`src/logic/tie_pkg.sv`:
```
// Constants and state type for the timer request-enable and compare-clear block.
package tie_pkg;

  localparam int NCH    = 5;
  localparam int NFLG   = 6;
  localparam int ADDR_W = 4;
  localparam int DATA_W = 8;

  // Register map, one byte per address.
  localparam logic [3:0] OFS_CLR_CTL = 4'h0;
  localparam logic [3:0] OFS_IEN0    = 4'h1;
  localparam logic [3:0] OFS_IEN_X   = 4'h6;
  localparam logic [3:0] OFS_IEN5    = 4'h7;
  localparam logic [3:0] OFS_STAT0   = 4'h8;
  localparam logic [3:0] OFS_STAT_X  = 4'hd;
  localparam logic [3:0] OFS_STAT5   = 4'he;

  // Bit positions inside the per-channel enable register.
  localparam int EN_A     = 0;
  localparam int EN_B     = 1;
  localparam int EN_C     = 2;
  localparam int EN_D     = 3;
  localparam int EN_OVF   = 4;
  localparam int EN_UNF   = 5;
  localparam int EN_TRGH  = 6;
  localparam int EN_TRGA  = 7;

  // Bit positions of the extra channel-0 enable register and its flags.
  localparam int EX_E     = 0;
  localparam int EX_F     = 1;
  localparam int EX_TRGE  = 7;

  // Channel-5 positions shared by clear control, enable and flags.
  localparam int C5_W     = 0;
  localparam int C5_V     = 1;
  localparam int C5_U     = 2;

  // Flag index inside the per-channel flag vector.
  localparam int FLG_A    = 0;
  localparam int FLG_B    = 1;
  localparam int FLG_C    = 2;
  localparam int FLG_D    = 3;
  localparam int FLG_OVF  = 4;
  localparam int FLG_UNF  = 5;

  // Writable bits; everything else is reserved and reads zero.
  localparam logic [NCH-1:0][DATA_W-1:0] IEN_WMASK = {8'hdf, 8'h9f, 8'hb3, 8'hb3, 8'h9f};
  localparam logic [DATA_W-1:0] IEN_X_WMASK = 8'h83;
  localparam logic [DATA_W-1:0] C5_WMASK    = 8'h07;

  // Flags that exist per channel (C, D in 0/3/4, underflow in 1/2).
  localparam logic [NCH-1:0][NFLG-1:0] FLG_VALID = {6'h1f, 6'h1f, 6'h33, 6'h33, 6'h1f};

  localparam int CH_OVF_TROUGH = 4;

  localparam logic [DATA_W-1:0] RST_BYTE = 8'h00;

  typedef struct packed {
    logic [DATA_W-1:0]              clr_ctl;
    logic [NCH-1:0][DATA_W-1:0]     ien;
    logic [DATA_W-1:0]              ien_x;
    logic [DATA_W-1:0]              ien5;
    logic [NCH-1:0][NFLG-1:0]       flg;
    logic [1:0]                     flg_x;
    logic [2:0]                     flg5;
    logic [DATA_W-1:0]              rdata;
  } tie_state_t;

endpackage : tie_pkg

```
`src/logic/tie_timer_irq_enable.sv`:
```
// Request-enable and channel-5 compare-clear logic of a six-channel timer.
//
// Summary of operation
// - U enable clears counter U on event
// - V enable clears counter V on event
// - W enable clears counter W on event
// - Reserved enable bits read back zero
// - Bit 7 lets A event start ADC
// - Channel 4 bit 6: trough starts ADC
// - Bit 5 gates underflow request, channels 1-2
// - Bit 4 gates overflow request, all channels
// - Bit 3 gates D request, channels 0/3/4
// - Bit 2 gates C request, channels 0/3/4
// - Bit 1 gates B request, all channels
// - Bit 0 gates A request, all channels
// - Extra bit 7: E match starts ADC
// - Extra bit 1 gates F match request
// - Extra bit 0 gates E match request
// - Channel-5 bit 2 gates U request
// - Channel-5 bit 1 gates V request
// - Channel-5 bit 0 gates W request
// - Match or capture sets the A flag
// - Wrap, or channel-4 PWM trough, sets overflow flag
// - Phase-count underflow sets underflow flag
`timescale 1ns/100ps

module tie_timer_irq_enable (
  input  wire logic                                         clk_i,
  input  wire logic                                         rst_n_i,
  input  wire logic [tie_pkg::ADDR_W-1:0]                   reg_addr_i,
  input  wire logic [tie_pkg::DATA_W-1:0]                   reg_wdata_i,
  input  wire logic                                         reg_we_i,
  input  wire logic                                         reg_re_i,
  output logic      [tie_pkg::DATA_W-1:0]                   reg_rdata_o,
  input  wire logic [tie_pkg::NCH-1:0][3:0]                 cc_evt_i,
  input  wire logic [tie_pkg::NCH-1:0]                      wrap_evt_i,
  input  wire logic [tie_pkg::NCH-1:0]                      unf_evt_i,
  input  wire logic [tie_pkg::NCH-1:0]                      phase_cnt_i,
  input  wire logic                                         ch4_trough_i,
  input  wire logic                                         cpwm_mode_i,
  input  wire logic                                         ch0_cmp_e_evt_i,
  input  wire logic                                         ch0_cmp_f_evt_i,
  input  wire logic [2:0]                                   ch5_evt_i,
  input  wire logic [tie_pkg::NCH-1:0][tie_pkg::NFLG-1:0]   ch_flag_clr_i,
  input  wire logic [1:0]                                   x_flag_clr_i,
  input  wire logic [2:0]                                   ch5_flag_clr_i,
  output logic      [tie_pkg::NCH-1:0]                      cc_a_irq_o,
  output logic      [tie_pkg::NCH-1:0]                      cc_b_irq_o,
  output logic      [tie_pkg::NCH-1:0]                      cc_c_irq_o,
  output logic      [tie_pkg::NCH-1:0]                      cc_d_irq_o,
  output logic      [tie_pkg::NCH-1:0]                      overflow_irq_o,
  output logic      [tie_pkg::NCH-1:0]                      underflow_irq_o,
  output logic                                              cmp_e_irq_o,
  output logic                                              cmp_f_irq_o,
  output logic                                              ch5_u_irq_o,
  output logic                                              ch5_v_irq_o,
  output logic                                              ch5_w_irq_o,
  output logic      [tie_pkg::NCH-1:0]                      adc_start_a_o,
  output logic                                              adc_start_trough_o,
  output logic                                              adc_start_e_o,
  output logic      [2:0]                                   ch5_clear_o
);

  tie_pkg::tie_state_t st;
  tie_pkg::tie_state_t next_st;
  logic [tie_pkg::NCH-1:0][tie_pkg::NFLG-1:0] flg_set;

  ////////////////////////////////////////////////////////////////////////////////
  // Flag set conditions from the counter core.

  always_comb begin
    for (int i = 0; i < tie_pkg::NCH; i++) begin
      flg_set[i][tie_pkg::FLG_A]   = cc_evt_i[i][tie_pkg::FLG_A];
      flg_set[i][tie_pkg::FLG_B]   = cc_evt_i[i][tie_pkg::FLG_B];
      flg_set[i][tie_pkg::FLG_C]   = cc_evt_i[i][tie_pkg::FLG_C];
      flg_set[i][tie_pkg::FLG_D]   = cc_evt_i[i][tie_pkg::FLG_D];
      flg_set[i][tie_pkg::FLG_OVF] = wrap_evt_i[i]
                                     | ((i == tie_pkg::CH_OVF_TROUGH) && ch4_trough_i && cpwm_mode_i);
      flg_set[i][tie_pkg::FLG_UNF] = unf_evt_i[i] & phase_cnt_i[i];
      flg_set[i] = flg_set[i] & tie_pkg::FLG_VALID[i];
    end
  end

  ////////////////////////////////////////////////////////////////////////////////
  // Next-state logic: register writes, sticky flags and read data.

  always_comb begin
    next_st = st;
    // A set in the same cycle as its clear wins, so no event is lost.
    for (int i = 0; i < tie_pkg::NCH; i++) begin
      next_st.flg[i] = flg_set[i] | (st.flg[i] & ~ch_flag_clr_i[i]);
    end
    next_st.flg_x[tie_pkg::EX_E] = ch0_cmp_e_evt_i | (st.flg_x[tie_pkg::EX_E] & ~x_flag_clr_i[tie_pkg::EX_E]);
    next_st.flg_x[tie_pkg::EX_F] = ch0_cmp_f_evt_i | (st.flg_x[tie_pkg::EX_F] & ~x_flag_clr_i[tie_pkg::EX_F]);
    next_st.flg5 = ch5_evt_i | (st.flg5 & ~ch5_flag_clr_i);

    if (reg_we_i) begin
      if (reg_addr_i == tie_pkg::OFS_CLR_CTL) begin
        next_st.clr_ctl = reg_wdata_i & tie_pkg::C5_WMASK;
      end
      for (int i = 0; i < tie_pkg::NCH; i++) begin
        if (reg_addr_i == tie_pkg::OFS_IEN0 + 4'(i)) begin
          next_st.ien[i] = reg_wdata_i & tie_pkg::IEN_WMASK[i];
        end
      end
      if (reg_addr_i == tie_pkg::OFS_IEN_X) begin
        next_st.ien_x = reg_wdata_i & tie_pkg::IEN_X_WMASK;
      end
      if (reg_addr_i == tie_pkg::OFS_IEN5) begin
        next_st.ien5 = reg_wdata_i & tie_pkg::C5_WMASK;
      end
    end

    // Read data stands only in the cycle after the read strobe.
    next_st.rdata = tie_pkg::RST_BYTE;
    if (reg_re_i) begin
      if (reg_addr_i == tie_pkg::OFS_CLR_CTL) begin
        next_st.rdata = st.clr_ctl;
      end
      if (reg_addr_i == tie_pkg::OFS_IEN_X) begin
        next_st.rdata = st.ien_x;
      end
      if (reg_addr_i == tie_pkg::OFS_IEN5) begin
        next_st.rdata = st.ien5;
      end
      if (reg_addr_i == tie_pkg::OFS_STAT_X) begin
        next_st.rdata = {6'h00, st.flg_x};
      end
      if (reg_addr_i == tie_pkg::OFS_STAT5) begin
        next_st.rdata = {5'h00, st.flg5};
      end
      for (int i = 0; i < tie_pkg::NCH; i++) begin
        if (reg_addr_i == tie_pkg::OFS_IEN0 + 4'(i)) begin
          next_st.rdata = st.ien[i];
        end
        if (reg_addr_i == tie_pkg::OFS_STAT0 + 4'(i)) begin
          next_st.rdata = {2'h0, st.flg[i]};
        end
      end
    end
  end

  always_ff @(posedge clk_i) begin
    if (!rst_n_i) begin
      st <= '0;
    end else begin
      st <= next_st;
    end
  end

  ////////////////////////////////////////////////////////////////////////////////
  // Request outputs. Levels follow flag and enable with no extra delay,
  // so the controller sees a request drop in the cycle its cause goes away.

  always_comb begin
    for (int i = 0; i < tie_pkg::NCH; i++) begin
      cc_a_irq_o[i]      = st.flg[i][tie_pkg::FLG_A]   & st.ien[i][tie_pkg::EN_A];
      cc_b_irq_o[i]      = st.flg[i][tie_pkg::FLG_B]   & st.ien[i][tie_pkg::EN_B];
      cc_c_irq_o[i]      = st.flg[i][tie_pkg::FLG_C]   & st.ien[i][tie_pkg::EN_C];
      cc_d_irq_o[i]      = st.flg[i][tie_pkg::FLG_D]   & st.ien[i][tie_pkg::EN_D];
      overflow_irq_o[i]  = st.flg[i][tie_pkg::FLG_OVF] & st.ien[i][tie_pkg::EN_OVF];
      underflow_irq_o[i] = st.flg[i][tie_pkg::FLG_UNF] & st.ien[i][tie_pkg::EN_UNF];
      adc_start_a_o[i]   = cc_evt_i[i][tie_pkg::FLG_A] & st.ien[i][tie_pkg::EN_TRGA];
    end
  end

  assign cmp_e_irq_o        = st.flg_x[tie_pkg::EX_E] & st.ien_x[tie_pkg::EX_E];
  assign cmp_f_irq_o        = st.flg_x[tie_pkg::EX_F] & st.ien_x[tie_pkg::EX_F];
  assign adc_start_e_o      = ch0_cmp_e_evt_i & st.ien_x[tie_pkg::EX_TRGE];
  assign adc_start_trough_o = ch4_trough_i & cpwm_mode_i
                              & st.ien[tie_pkg::CH_OVF_TROUGH][tie_pkg::EN_TRGH];
  assign ch5_u_irq_o        = st.flg5[tie_pkg::C5_U] & st.ien5[tie_pkg::C5_U];
  assign ch5_v_irq_o        = st.flg5[tie_pkg::C5_V] & st.ien5[tie_pkg::C5_V];
  assign ch5_w_irq_o        = st.flg5[tie_pkg::C5_W] & st.ien5[tie_pkg::C5_W];

  // The clear strobe is combinational so the counter zeroes on the very edge
  // after the match, as a compare clear must.
  assign ch5_clear_o[tie_pkg::C5_U] = ch5_evt_i[tie_pkg::C5_U] & st.clr_ctl[tie_pkg::C5_U];
  assign ch5_clear_o[tie_pkg::C5_V] = ch5_evt_i[tie_pkg::C5_V] & st.clr_ctl[tie_pkg::C5_V];
  assign ch5_clear_o[tie_pkg::C5_W] = ch5_evt_i[tie_pkg::C5_W] & st.clr_ctl[tie_pkg::C5_W];

  assign reg_rdata_o = st.rdata;

  ////////////////////////////////////////////////////////////////////////////////
  // Per-channel checks. A clear with no set in the same cycle must take the
  // request down one cycle later, otherwise the controller would re-enter.

  for (genvar g = 0; g < tie_pkg::NCH; g++) begin : g_chan_chk

  end
endmodule : tie_timer_irq_enable

```
`config.mk`:
```
export PLATFORM = sky130hd
export DESIGN_NAME = tie_timer_irq_enable
export DESIGN_NICKNAME = d
export VERILOG_FILES = /design/src/logic/tie_pkg.sv /design/src/logic/tie_timer_irq_enable.sv
export SDC_FILE = /design/constraint.sdc
export NUM_CORES = 1
export LEC_CHECK = 0
export BUFFER_PORTS_ARGS = -buffer_cell sky130_fd_sc_hd__buf_4
export CORE_MARGIN = 8
export CORE_UTILIZATION = 54
export CTS_CLUSTER_SIZE = 30
export DETAILED_ROUTE_END_ITERATION = 8
export GPL_TIMING_DRIVEN = 0
export MAX_ROUTING_LAYER = met4
export PLACE_DENSITY_LB_ADDON = 0.25
export SYNTH_ARGS = -nofsm -noshare
export SYNTH_HDL_FRONTEND = slang
export SYNTH_SLANG_ARGS = --single-unit
```
`constraint.sdc`:
```
create_clock -name clk_i -period 2.3 [get_ports clk_i]
set_input_delay 0.115 -clock clk_i [delete_from_list [all_inputs] [get_ports clk_i]]
set_output_delay 0.115 -clock clk_i [all_outputs]
set_load 0.05 [all_outputs]
```
==> summary.md <==
| Metric | Value |
|---|---|
| # IOs | between 100 and 150 |
| Wire per inst | about 21 um |
| Final ANT Viol Nets | 0 |
| Placed cell count | 711 |
| Die area | ~0.011 mm^2 |
| Clock sinks | around 80 |
| Sw power | ~860 uW |
| Worst Path Buf+Inv | 2 |
| Fin crit share | 0.724 |
| Max VDD drop | 391 uV |
| DRC | 0 |
| CP endpoint | reg_rdata_o[1] |
| Switching fraction of total power | 0.289 |
| CORE AREA | around 0.0076 mm^2 |
| Total power | 2.98 mW |
| Clk pin slew, worst setup/hold paths | about 90 ps |
| Comb power frac | 0.181 |
| Synth area leader | dfxtp_1 |
| Post-Synthesis Cells | between 400 and 500 |
| Mean post-synth cell area | between 8 and 9 um^2 |
| Die Wd | roughly 100 um |
| CP Data Required Time | around 2500 ps |
| Most frequent cells after synthesis | dfxtp_1 (81), nor2b_1 (45), and2_1 (40), nand2_1 (40), nand3_1 (31) |
| Tot GR Track Use | 0.289 |
| Post-synth top flop | dfxtp_1 |
| P_leak | about 2.4 nW |
| Kind of critical path | input port to flip-flop |
| Part of the power in the clock network | 0.323 |
| H-tree depth | 3 |
| Clk buf depth | 2 |
| Finished Layout Cells | 755 |
| Largest net degree at the start of global routing | 15 |
| Syn. warnings | 0 |
| Crit start category | input port |
| Via-to-Cell Ratio | ~6 |
| Outcome | completed |
| Slew headroom | 0.467 |
| Worst R2R Path Depth | 4 |
| Num rows | 32 |
| Slowest CP cell | nor2_1 |
| Buffers on Ports | 124 |
| Initial core utilization | 0.547 |
| Flop-to-flop setup slack | 800 ps |
| Overflow after GRT | 0 |
| CP peak stage delay | about 630 ps |
| Layout cells sized above 1 | 0.279 |
| Slew Viols, Final | 0 |
| Setup_tns | 0 ps |
| Most frequent CP cell | buf_4 |
| RSZ-0062 raised after global routing | no |
| Diode count | 0 |
| Post-synth EDFFs | 0 |
| WHS Path Cells | 3 |
| P_int | between 2 and 2.5 mW |
| Flop pwr share | 0.496 |
| GP Congestion | 0.936 |
| Post-synth top area share | 0.390 |
| Crit path depth | 7 |
| Final HPWL DP | around 11000 um |
| Resize count post-CTS | 0 |
| CTS tree | done |
| TritonCTS buffer count | 9 |
| Setup skew after layout | 14.5 ps |
| Max Cap Viol | 0 |
| Synthesis-stage register bit count | 81 |
| Final Hold Vio Count | 0 |
| Critical path fanouts, max | 10 |
| Root buf cell | clkbuf_8 |
| Worst path cell trace | buf_4 > buf_4 > nor2_1 > nand3_1 > o21ai_0 > a2111o_1 > o22ai_1 |
| Initial antenna violation count | 0 |
| Pre-antenna DRT Iters | 4 |
| Dominant cells by area after synthesis | dfxtp_1 (39%), nor2b_1 (6.8%), and2_1 (6.0%) |
| Clock Latency Late Sink | roughly 360 ps |
| Worst Tran Pin Value | about 800 ps |
| Layout area overhead | 37.0% |
| Final setup viols | 0 |
| Synth unique cells | 53 |
| Vias | 4421 |
| R2R Path Start | st[19] |
| Crit path capture type | flip-flop |
| Sequential area share after synthesis | 0.390 |
| CP top delay family | simple AND/OR/NAND/NOR gates |
| First-pass GRT wire length | approximately 24000 um |
| CP Data Arrival Time | around 1900 ps |
| Iteration-0 DRC Markers | between 400 and 500 |
| Most frequent cell after synthesis | dfxtp_1 |
| Vias in the first global route | between 4000 and 5000 |
| Share of flip-flops with an asynchronous set or reset | 0 |
| Power per cell area | roughly 520 mW/mm^2 |
| Fin crit period | around 1700 ps |
| Mapped cell area | approximately 0.0042 mm^2 |
| Die H | between 100 and 150 um |
| Drt total wl | ~16000 um |
| Max frequency | roughly 600 MHz |
| Critical R2R Capture | reg_rdata_o[0] |
| Final nets | 741 |
| Worst setup startpoint | reg_addr_i[0] |
| Hold_ws | 8.74 ps |
| Worst min path class | input port to flip-flop |
power groups by stage:
| stage | sequential, mW | clock [mW] | combinational [mW] |
|---|---|---|---|
| 4_1_cts | 1.48 | 0.965 | 0.523 |
| 3_3_place_gp | 1.51 | 0 | 0.473 |
| 3_5_place_dp | 1.51 | 0 | 0.483 |
| 5_1_grt | 1.48 | 1.03 | 0.564 |
| 6_report | 1.48 | 0.962 | 0.541 |
| 2_1_floorplan | 1.50 | 0 | 0.276 |
cell usage in the layout (no fill, tap or decap), types with 7 or more instances in the layout:
cell / Yosys / layout
nand3_1: 31 / 31
nor2b_1: 45 / 45
buf_2: 7 / 7
clkbuf_8: 0 / 10
a21boi_0: 22 / 22
dfxtp_1: 81 / 81
nand2b_1: 7 / 7
conb_1: 1 / 7
a21oi_1: 13 / 13
and2_1: 40 / 40
clkbuf_1: 13 / 13
mux2i_1: 21 / 21
inv_1: 10 / 10
o21a_1: 26 / 26
dlygate4sd3_1: 0 / 28
nor2_1: 19 / 19
o21ai_0: 13 / 13
nand2_1: 40 / 40
buf_4: 23 / 147
cell families (layout without fill, tap and decap cells):
family                 Yosys count  count (layout)  synth area share
other                            1               7          0.000901
AND/OR/NAND/NOR                203             203             0.269
flip-flops                      81              81             0.390
AO/OA/AOI/OAI                  113             113             0.201
buffers and inverters           55             223            0.0760
multiplexers                    25              25            0.0613
XOR/XNOR                         1               1           0.00210
final cells by class:
| cell class | instances | area [um^2] |
|---|---|---|
| tap | 102 | 128 |
| timing repair buffer | 152 | 1210 |
| fill | 559 | 1900 |
| inverter | 10 | 37.5 |
| multi-input combinational | 349 | 2250 |
| clock buffer | 10 | 138 |
| sequential | 81 | 1620 |
| clock inverter | 6 | 42.5 |
| buffer | 45 | 279 |
tightest hold or removal path, stage by stage:
cell and delay [ps]:
buf_4 110, nand2_1 40, a21boi_0 60
sequential cells by signal, summed over array words and instances, names as in the netlist:
signal and cells:
st 73, reg_rdata_o 8
metrics by stage:
stage | util | cell area (um^2) | worst slack [ps]
CTS | 0.750 | 5700 | 703
detailed placement | 0.689 | 5240 | 316
floorplan | - | 4190 | 908
global placement | 0.689 | 5240 | 338
finish | 0.750 | 5700 | 634
global route | 0.750 | 5700 | 583
repair_timing:
action                                 in CTS  in global routing
buffers inserted                            0                  0
hold buffers                               28                  0
endpoints found under the hold margin      28                  0
worst min path at each step:
stage / startpoint / endpoint / slack (ps)
5_1_grt: phase_cnt_i[1] / st[24] / 30
2_1_floorplan: ch_flag_clr_i[5] / st[18] / 190
3_5_place_dp: ch_flag_clr_i[5] / st[18] / 280
3_3_place_gp: ch_flag_clr_i[29] / st[42] / 270
6_report: phase_cnt_i[1] / st[24] / 9
4_1_cts: phase_cnt_i[1] / st[24] / 2
per-layer routing:
| metal | vias to the layer above | part of all wire | global-route usage |
|---|---|---|---|
| met1 | 2106 | 0.40 | 0.329 |
| met4 | 0 | 0.028 | 0.129 |
| met2 | 296 | 0.48 | 0.475 |
| li1 | 1976 | - | - |
| met3 | 43 | 0.086 | 0.0651 |
| met5 | - | 0 | - |
Power figures use the tool's default switching activity.
